<file path="src/rtl/rfb_pkg.sv">
// Shared constants for the receive flow-control backpressure block
package rfb_pkg;

   // ----------------------------------------------------------------
   // Clock and timing
   // ----------------------------------------------------------------
   localparam int unsigned CLK_PERIOD_NS  = 25;     // 40 MHz controller clock
   localparam int unsigned JAM_SHORT_NS   = 5000;   // Step for codes 0h..2h
   localparam int unsigned JAM_CODE3_NS   = 25000;  // Code 3h
   localparam int unsigned JAM_STEP_NS    = 50000;  // Step for codes 4h..Fh
   localparam int unsigned JAM_10M_ADD_NS = 2200;   // Extra time at 10 Mb/s
   localparam int unsigned FILL_UNIT_B    = 64;     // Threshold granularity in bytes

   // ----------------------------------------------------------------
   // Register map (byte addresses) and field layout
   // ----------------------------------------------------------------
   localparam logic [7:0] CFG_OFS  = 8'h00;
   localparam logic [7:0] STAT_OFS = 8'h04;
   localparam int unsigned CFG_HI_LSB   = 16;
   localparam int unsigned CFG_LO_LSB   = 8;
   localparam int unsigned CFG_JAM_LSB  = 4;
   localparam int unsigned CFG_ANY_BIT  = 0;
   localparam logic [31:0] CFG_RST      = 32'h0000_0000;
   localparam logic [31:0] CFG_WR_MASK  = 32'h00FF_FFF1;
   localparam int unsigned STAT_JAM_BIT  = 0;
   localparam int unsigned STAT_PEND_BIT = 1;
   localparam int unsigned STAT_HELD_BIT = 2;
   localparam int unsigned STAT_HI_BIT   = 3;
   localparam int unsigned STAT_ZERO_BIT = 4;

   // ----------------------------------------------------------------
   // Full-duplex pause state
   // ----------------------------------------------------------------
   typedef enum logic [1:0] {
      ST_WATCH = 2'b01,   // No high-mark pause in force; a zero-time pause may still be pending
      ST_HELD  = 2'b10    // Pause requested, waiting for fill to fall below low mark
   } rfb_state_e;

   // Jam duration in ns for a code at 100 Mb/s, or at 10 Mb/s when fast is low
   function automatic int unsigned rfb_jam_ns(input logic [3:0] code, input logic fast);
      int unsigned t;
      t = 0;
      if (code < 4'h3) begin
         t = (int'(code) + 1) * JAM_SHORT_NS;
      end else if (code == 4'h3) begin
         t = JAM_CODE3_NS;
      end else begin
         t = (int'(code) - 3) * JAM_STEP_NS;
      end
      if (!fast) begin
         t = t + JAM_10M_ADD_NS;
      end
      return t;
   endfunction

endpackage

</file>
<file path="src/rtl/rfb_jam_timer.sv">
// Backpressure duration timer counting the selected jam time in clock cycles
`timescale 1ns/1ps
module rfb_jam_timer
   import rfb_pkg::*;
#(
   parameter int unsigned NS_PER_CYC = CLK_PERIOD_NS, // Raise to shorten runs in simulation
   parameter int unsigned CNT_W      = 16
) (
   input  wire logic       clk_i,      // Controller clock
   input  wire logic       rst_i,      // Synchronous reset, active high
   input  wire logic       start_i,    // Begin a jam period
   input  wire logic [3:0] code_i,     // Duration code
   input  wire logic       fast_i,     // High at 100 Mb/s
   input  wire logic       abort_i,    // Drop the jam at once
   output logic            busy_o      // Jam in progress
);

   logic [CNT_W-1:0] cnt_q;
   logic [CNT_W-1:0] cnt_d;
   logic [CNT_W-1:0] load_cyc;
   int unsigned      cyc;

   // ----------------------------------------------------------------
   // Load value: ns rounded down to cycles, never below one
   // ----------------------------------------------------------------
   always_comb begin
      cyc = rfb_jam_ns(code_i, fast_i) / NS_PER_CYC;
      if (cyc == 0) begin
         cyc = 1;
      end
      load_cyc = CNT_W'(cyc);
   end

   // Count down; a start while busy is ignored so a jam is never stretched
   always_comb begin
      cnt_d = cnt_q;
      if (abort_i) begin
         cnt_d = '0;
      end else if (cnt_q != '0) begin
         cnt_d = cnt_q - CNT_W'(1);                      // (RQ12)
      end else if (start_i) begin
         cnt_d = load_cyc;                               // (RQ7)
      end
   end

   always_ff @(posedge clk_i) begin
      if (rst_i) begin
         cnt_q <= '0;
      end else begin
         cnt_q <= cnt_d;
      end
   end

   assign busy_o = (cnt_q != '0);                        // (RQ10)

endmodule

</file>
<file path="src/rtl/rfb_flow_ctl.sv">
// Automatic receive flow control: half-duplex jam and full-duplex pause requests
`timescale 1ns/1ps

// Notes on behaviour
// (RQ1) With any-frame set, reaching the high mark leads to jam or pause frame.
// (RQ2) Full-duplex pause requests only happen with the any-frame option set.
// (RQ3) Half-duplex jam decision ignores the destination address entirely.
// (RQ4) Half-duplex jam starts on a valid preamble after the high mark is reached.
// (RQ5) Full-duplex pause request is raised in the cycle the high mark is reached.
// (RQ6) A pause request stays pending until the transmitter takes it between frames.
// (RQ7) Duration code picks 5..600 us at 100 Mb/s, plus 2.2 us at 10 Mb/s.
// (RQ8) High and low marks count in units of 64 bytes of receive data.
// (RQ9) After a high-mark pause, a zero-time pause follows once below the low mark.
// (RQ10) Jam lasts the selected duration; the code is unused in full duplex.
// (RQ11) No pause frames and no jam while the transmitter is disabled.
// (RQ12) Timer counts cycles and releases jam; new triggers only after it ends.
module rfb_flow_ctl
   import rfb_pkg::*;
#(
   parameter int unsigned FILL_W     = 14,            // Receive FIFO level width in bits; the level counts bytes
   parameter int unsigned NS_PER_CYC = CLK_PERIOD_NS  // Jam timer scaling
) (
   input  wire logic              clk_i,          // Controller clock
   input  wire logic              rst_i,          // Synchronous reset, active high
   // Wishbone classic slave
   input  wire logic              wb_cyc_i,       // Bus cycle
   input  wire logic              wb_stb_i,       // Strobe
   input  wire logic              wb_we_i,        // Write enable
   input  wire logic [7:0]        wb_adr_i,       // Byte address
   input  wire logic [3:0]        wb_sel_i,       // Byte lanes
   input  wire logic [31:0]       wb_dat_i,       // Write data
   output logic      [31:0]       wb_dat_o,       // Read data
   output logic                   wb_ack_o,       // Acknowledge
   // MAC and receive FIFO side
   input  wire logic [FILL_W-1:0] rx_fill_bytes_i, // Bytes held in receive FIFO
   input  wire logic              full_duplex_i,  // Link in full duplex
   input  wire logic              speed_100_i,    // Link at 100 Mb/s
   input  wire logic              tx_enabled_i,   // Transmitter enabled
   input  wire logic              rx_preamble_i,  // Valid preamble seen, one-cycle pulse
   input  wire logic              pause_take_i,   // Transmitter takes pending pause
   output logic                   pause_req_o,    // Pause frame wanted
   output logic                   pause_zero_o,   // Requested pause carries zero time
   output logic                   jam_o           // Backpressure onto the link
);

   // ----------------------------------------------------------------
   // State
   // ----------------------------------------------------------------
   logic [31:0] cfg_q, cfg_d;
   logic [31:0] rdat_q, rdat_d;
   logic        ack_q, ack_d;
   rfb_state_e  st_q, st_d;
   logic        pend_q, pend_d;
   logic        zero_q, zero_d;
   logic        hi_q, hi_d;

   logic [7:0]  hi_mark;
   logic [7:0]  lo_mark;
   logic [3:0]  jam_code;
   logic        any_en;
   logic        hi_now;
   logic        lo_now;
   logic        fd_trig;
   logic        zero_trig;
   logic        jam_start;
   logic        jam_busy;
   logic        bus_req;

   // Fill level compare against a mark in 64-byte units
   function automatic logic at_or_above(input logic [FILL_W-1:0] lvl, input logic [7:0] mark);
      logic [FILL_W+8:0] lim;
      lim = (FILL_W+9)'(mark) * (FILL_W+9)'(FILL_UNIT_B);
      return (FILL_W+9)'(lvl) >= lim;
   endfunction

   assign hi_mark  = cfg_q[CFG_HI_LSB +: 8];
   assign lo_mark  = cfg_q[CFG_LO_LSB +: 8];
   assign jam_code = cfg_q[CFG_JAM_LSB +: 4];
   assign any_en   = cfg_q[CFG_ANY_BIT];

   // ----------------------------------------------------------------
   // Threshold detection
   // ----------------------------------------------------------------
   // Level crossing compare; a zero high mark counts as always reached.
   // The registered copy feeds status only, so it may lag by one cycle.
   always_comb begin
      hi_now  = at_or_above(rx_fill_bytes_i, hi_mark);          // (RQ8)
      lo_now  = !at_or_above(rx_fill_bytes_i, lo_mark);         // (RQ8)
      hi_d    = hi_now;
   end

   // ----------------------------------------------------------------
   // Full-duplex pause control
   // ----------------------------------------------------------------
   // Only the any-frame bit arms full-duplex flow control
   always_comb begin
      fd_trig   = any_en && full_duplex_i && tx_enabled_i        // (RQ2) (RQ11)
                  && st_q == ST_WATCH && hi_now;                  // (RQ5)
      zero_trig = any_en && full_duplex_i && tx_enabled_i
                  && st_q == ST_HELD && lo_now && !pend_q;        // (RQ9)
      st_d   = st_q;
      pend_d = pend_q;
      zero_d = zero_q;
      if (!tx_enabled_i) begin
         pend_d = 1'b0;                                            // (RQ11)
      end else if (pend_q && pause_take_i) begin
         pend_d = 1'b0;                                            // (RQ6)
      end
      case (st_q)
         ST_WATCH: begin
            if (fd_trig) begin
               st_d   = ST_HELD;                                   // (RQ1)
               pend_d = 1'b1;
               zero_d = 1'b0;
            end
         end
         ST_HELD: begin
            if (zero_trig) begin
               st_d   = ST_WATCH;
               pend_d = 1'b1;
               zero_d = 1'b1;
            end else if (!any_en || !full_duplex_i) begin
               st_d = ST_WATCH;
            end
         end
         default: begin
            st_d = ST_WATCH;
         end
      endcase
   end

   // Request is live in the trigger cycle itself, then held until taken
   assign pause_req_o  = tx_enabled_i && (pend_q || fd_trig || zero_trig); // (RQ5) (RQ6)
   assign pause_zero_o = (pend_q && zero_q) || zero_trig;

   // ----------------------------------------------------------------
   // Half-duplex jam
   // ----------------------------------------------------------------
   // Preamble alone decides; the address is never looked at, which lets the jam
   // land before any byte of the frame reaches the FIFO
   assign jam_start = any_en && !full_duplex_i && tx_enabled_i    // (RQ3) (RQ11)
                      && hi_now && rx_preamble_i && !jam_busy;    // (RQ4) (RQ12)

   rfb_jam_timer #(
      .NS_PER_CYC (NS_PER_CYC),
      .CNT_W      (16)
   ) u_timer (
      .clk_i   (clk_i),
      .rst_i   (rst_i),
      .start_i (jam_start),
      .code_i  (jam_code),
      .fast_i  (speed_100_i),
      .abort_i (!tx_enabled_i || full_duplex_i),                  // (RQ10) (RQ11)
      .busy_o  (jam_busy)
   );

   assign jam_o = jam_busy && tx_enabled_i;                       // (RQ11)

   // ----------------------------------------------------------------
   // Wishbone slave: one wait state, unmapped reads give zero
   // ----------------------------------------------------------------
   assign bus_req = wb_cyc_i && wb_stb_i && !ack_q;

   always_comb begin
      cfg_d  = cfg_q;
      ack_d  = bus_req;
      rdat_d = 32'h0000_0000;
      if (bus_req && wb_we_i && wb_adr_i == CFG_OFS) begin
         for (int b = 0; b < 4; b++) begin
            if (wb_sel_i[b]) begin
               cfg_d[b*8 +: 8] = wb_dat_i[b*8 +: 8] & CFG_WR_MASK[b*8 +: 8];
            end
         end
      end
      if (bus_req && !wb_we_i) begin
         case (wb_adr_i)
            CFG_OFS: begin
               rdat_d = cfg_q;
            end
            STAT_OFS: begin
               rdat_d[STAT_JAM_BIT]  = jam_o;
               rdat_d[STAT_PEND_BIT] = pend_q;
               rdat_d[STAT_HELD_BIT] = (st_q == ST_HELD);
               rdat_d[STAT_HI_BIT]   = hi_q;
               rdat_d[STAT_ZERO_BIT] = zero_q;
            end
            default: begin
               rdat_d = 32'h0000_0000;
            end
         endcase
      end
   end

   // ----------------------------------------------------------------
   // Registers
   // ----------------------------------------------------------------
   always_ff @(posedge clk_i) begin
      if (rst_i) begin
         cfg_q  <= CFG_RST;
         rdat_q <= 32'h0000_0000;
         ack_q  <= 1'b0;
         st_q   <= ST_WATCH;
         pend_q <= 1'b0;
         zero_q <= 1'b0;
         hi_q   <= 1'b0;
      end else begin
         cfg_q  <= cfg_d;
         rdat_q <= rdat_d;
         ack_q  <= ack_d;
         st_q   <= st_d;
         pend_q <= pend_d;
         zero_q <= zero_d;
         hi_q   <= hi_d;
      end
   end

   assign wb_dat_o = rdat_q;
   assign wb_ack_o = ack_q;

endmodule

</file>
<file path="config.mk">
export PLATFORM = sky130hd
export DESIGN_NAME = rfb_flow_ctl
export DESIGN_NICKNAME = d
export VERILOG_FILES = /design/src/rtl/rfb_pkg.sv /design/src/rtl/rfb_jam_timer.sv /design/src/rtl/rfb_flow_ctl.sv
export SDC_FILE = /design/constraint.sdc
export NUM_CORES = 1
export LEC_CHECK = 0
export BUFFER_PORTS_ARGS = -buffer_cell sky130_fd_sc_hd__buf_4
export CAP_MARGIN = 20
export CORE_ASPECT_RATIO = 1.75
export CORE_MARGIN = 3
export CORE_UTILIZATION = 45
export CTS_CLUSTER_SIZE = 40
export DETAILED_ROUTE_END_ITERATION = 8
export RECOVER_POWER = 50
export SYNTH_ARGS = -nofsm -noshare
export SYNTH_HDL_FRONTEND = slang
export SYNTH_SLANG_ARGS = --single-unit
</file>
<file path="constraint.sdc">
create_clock -name clk_i -period 53 [get_ports clk_i]
set_input_delay 10.6 -clock clk_i [delete_from_list [all_inputs] [get_ports clk_i]]
set_output_delay 10.6 -clock clk_i [all_outputs]
set_load 0.02 [all_outputs]
</file>
==> flow_summary.toml <==
[detailed_routing]
dr_wl_met2_um = 25200
final_antenna_net_count = 0
vias_per_cell = 6.28
routedWlPerCell_um = 18.8
drc_errors = 0
drt_pass1_iterations = 6
wl_met3_um = 945
num_vias = 14900
m1WireLength_um = 16700
maxUsedRoutingLayer = "met4"
wirelength_um = 44400
drtIter0Drc = 633

[timing]
finalSetupViolCount = 0
tightest_slew_ns = 1.35
fin_setup_tns_ns = 0
drv_slew = 0
max_freq_mhz = 33.2
finalHoldViolCount = 0
min_period_ns = 30.09
skew_ns = 0.0113
hold_slack_ns = 0.435
relSlewSlack_pct = 9.84
post-route-period-util_pct = 56.8
rsz0062_at_grt = "false"

[synth]
synthDistinctLibCells = 134
ys_ff_latch = 67
synth_edf_count = 0
yosys.area.top_type_share_pct = 9.53
yosysTopAreaCell = "dfxtp_1"
synth-seq-area-share_pct = 9.53
synth_flop_cell = "dfxtp_1"
yosys_warnings = 0
syn_inst = 1937
async_flop_share_pct = 0
syn_area_per_cell_um2 = 7.27
netlist_area_mm2 = 0.0141
yosys-top-cells-area = "dfxtp_1, ha_1, xnor2_1"

[grt]
overflow = 0
antenna_found_initial = 1
grt_pass1_wl_um = 70600
grt_pass1_vias = 14100
grt_usage_pct = 24.8
grt_max_degree = 29

[floorplan]
die_h_um = 240
coreArea_mm2 = 0.0308
fp-row-count = 85
start_util_pct = 45.6
ioPinCount = 104
die-area_mm2 = 0.0335
fp.dieW_um = 140

[setup_path]
critPathBufInv = 2
path_max_fanout = 18
crit_type = "in -> reg"
cp-end-kind = "flop"
cp_slowest_cell = "nor4_2"
r2r_setup_slack_ns = 27.75
required_ns = 53.19
cpLargestDelayFamily = "compound AO/OA/AOI/OAI gates"
worstPathArrival_ns = 30.28
worstSetupStartpointType = "input pin"
cp_slowest_stage_delay_ns = 0.80

[pwr]
ir_drop_uv = 41.7
powerDensity_mw_per_mm2 = 33.0
leakagePower_nw = 6.15

[hold_path]
hold_class = "reg -> reg"

[place]
gp_congestion = 0.918
post-dp-hpwl_um = 36000
portBuffers = 83

[finish]
final_net_count = 2146
drive_gt1_share_pct = 11.4
diodes = 0
fin_util_pct = 49.0
area_growth_syn_to_layout_pct = 7.38

[cts]
cts_buffers = 9
cts_setup_buffers = 0
h-tree-depth = 3
insertion_delay_ns = 0.34
cts_buffer_depth = 2
ctsHoldBuffers = 0
cts.sinks = 67
clkTransAtPathRegs_ns = 0.06
post_cts_resized = 0
cts_tree = "yes"
cts-root-buf = "clkbuf_16"

[run_status]
status = "complete, no violations"

[job]
cap_violations = 0
==> worst reg2reg max path, delay by kind of cell (launching register included) <==
kind | cells | cell delay, ns
adders and majority gates | 9 | 3.26
xor gates and xnor gates | 2 | 0.53
AOI/OAI and AO/OA | 28 | 9.71
muxes | 4 | 1.41
buffers and inverters | 5 | 0.74
and+or+nand+nor | 21 | 8.68
DFF | 1 | 0.78
==> cells in the mapped netlist, types with 36 or more instances <==
library cell,n
nand3_1,87
nor3_1,77
a21oi_1,102
ha_1,96
nand2_1,187
mux2i_1,44
o21ai_0,94
xnor2_1,87
clkbuf_1,36
inv_1,78
and2_1,43
dfxtp_1,67
nor2_1,177
==> report_power, final <==
part	switching, mW	leakage, nW	internal (mW)
Sequential	0.00441	0.541	0.0555
Combinational	0.238	5.46	0.139
Clock	0.0228	0.152	0.0391
Total	0.265	6.15	0.234
==> state kept, by name (all words and copies together), names as in the netlist <==
register / cells
wb_dat_o: 24
cfg_q: 21
u_timer.cnt_q: 16
st_q: 2
hi_q: 1
pend_q: 1
wb_ack_o: 1
zero_q: 1
==> path summary, 6_finish.rpt <==
check	end	from	depth (start not counted)
worst min register to register	wb_dat_o[3]	hi_q	1
worst max register to register	u_timer.cnt_q[0]	cfg_q[4]	69
worst max-delay path	u_timer.cnt_q[0]	speed_100_i	55
worst min-delay path	wb_dat_o[3]	hi_q	1
==> per-layer routing <==
metal / track usage (%) / vias up
li1: - / 7384
met1: 25.5 / 7054
met2: 51.3 / 330
met3: 1.87 / 100
met4: 8.64 / 0
met5: 0 / -
==> cells by family after synthesis <==
logic type	after synthesis	share of synthesized area [%]
fa+ha+maj	118	11.0
compound gates	608	32.6
flops	67	9.53
buf+inv	157	4.93
mux	60	4.51
other cells	1	0.0266
xor+xnor	118	7.45
simple gates	808	30.0
==> through the flow <==
stage	instances	total power, mW	setup WS, ns	instance area [um2]
after global routing	2366	0.543	21.42	15100
after floorplan	1944	0.352	27.96	14100
after detailed placement	2350	0.432	22.77	14900
final	2366	0.499	22.91	15100
after CTS	2366	0.496	23.06	15200
after global placement	2350	0.428	22.84	14900
==> layout by cell type (no fill, tap or decap), types with 11 or more instances in the layout <==
master / n
a211oi_1: 28
a211oi_2: 11
a21o_1: 29
a21oi_1: 102
a31oi_1: 24
and2_1: 43
and3_1: 25
buf_4: 66
clkbuf_1: 26
dfxtp_1: 67
fa_1: 12
ha_1: 96
inv_1: 78
mux2_2: 14
mux2i_1: 44
nand2_1: 187
nand2b_1: 18
nand3_1: 87
nand4_1: 25
nor2_1: 177
nor2b_1: 16
nor3_1: 77
nor4_1: 29
o2111ai_1: 14
o211ai_1: 29
o21a_1: 20
o21ai_0: 94
o21ai_1: 20
o221ai_1: 11
o22ai_1: 12
o31ai_1: 21
or2_2: 18
or3_1: 20
xnor2_1: 87
xor2_1: 29
==> cell type report <==
class | instances | area (um2)
Fill cell | 3238 | 15700
Multi-Input combinational cell | 1720 | 12100
Sequential cell | 67 | 1340
Timing Repair Buffer | 93 | 601
Tap cell | 391 | 489
Inverter | 79 | 297
Clock buffer | 11 | 253
Clock inverter | 5 | 60.1
(Power assumes the default switching activity.)
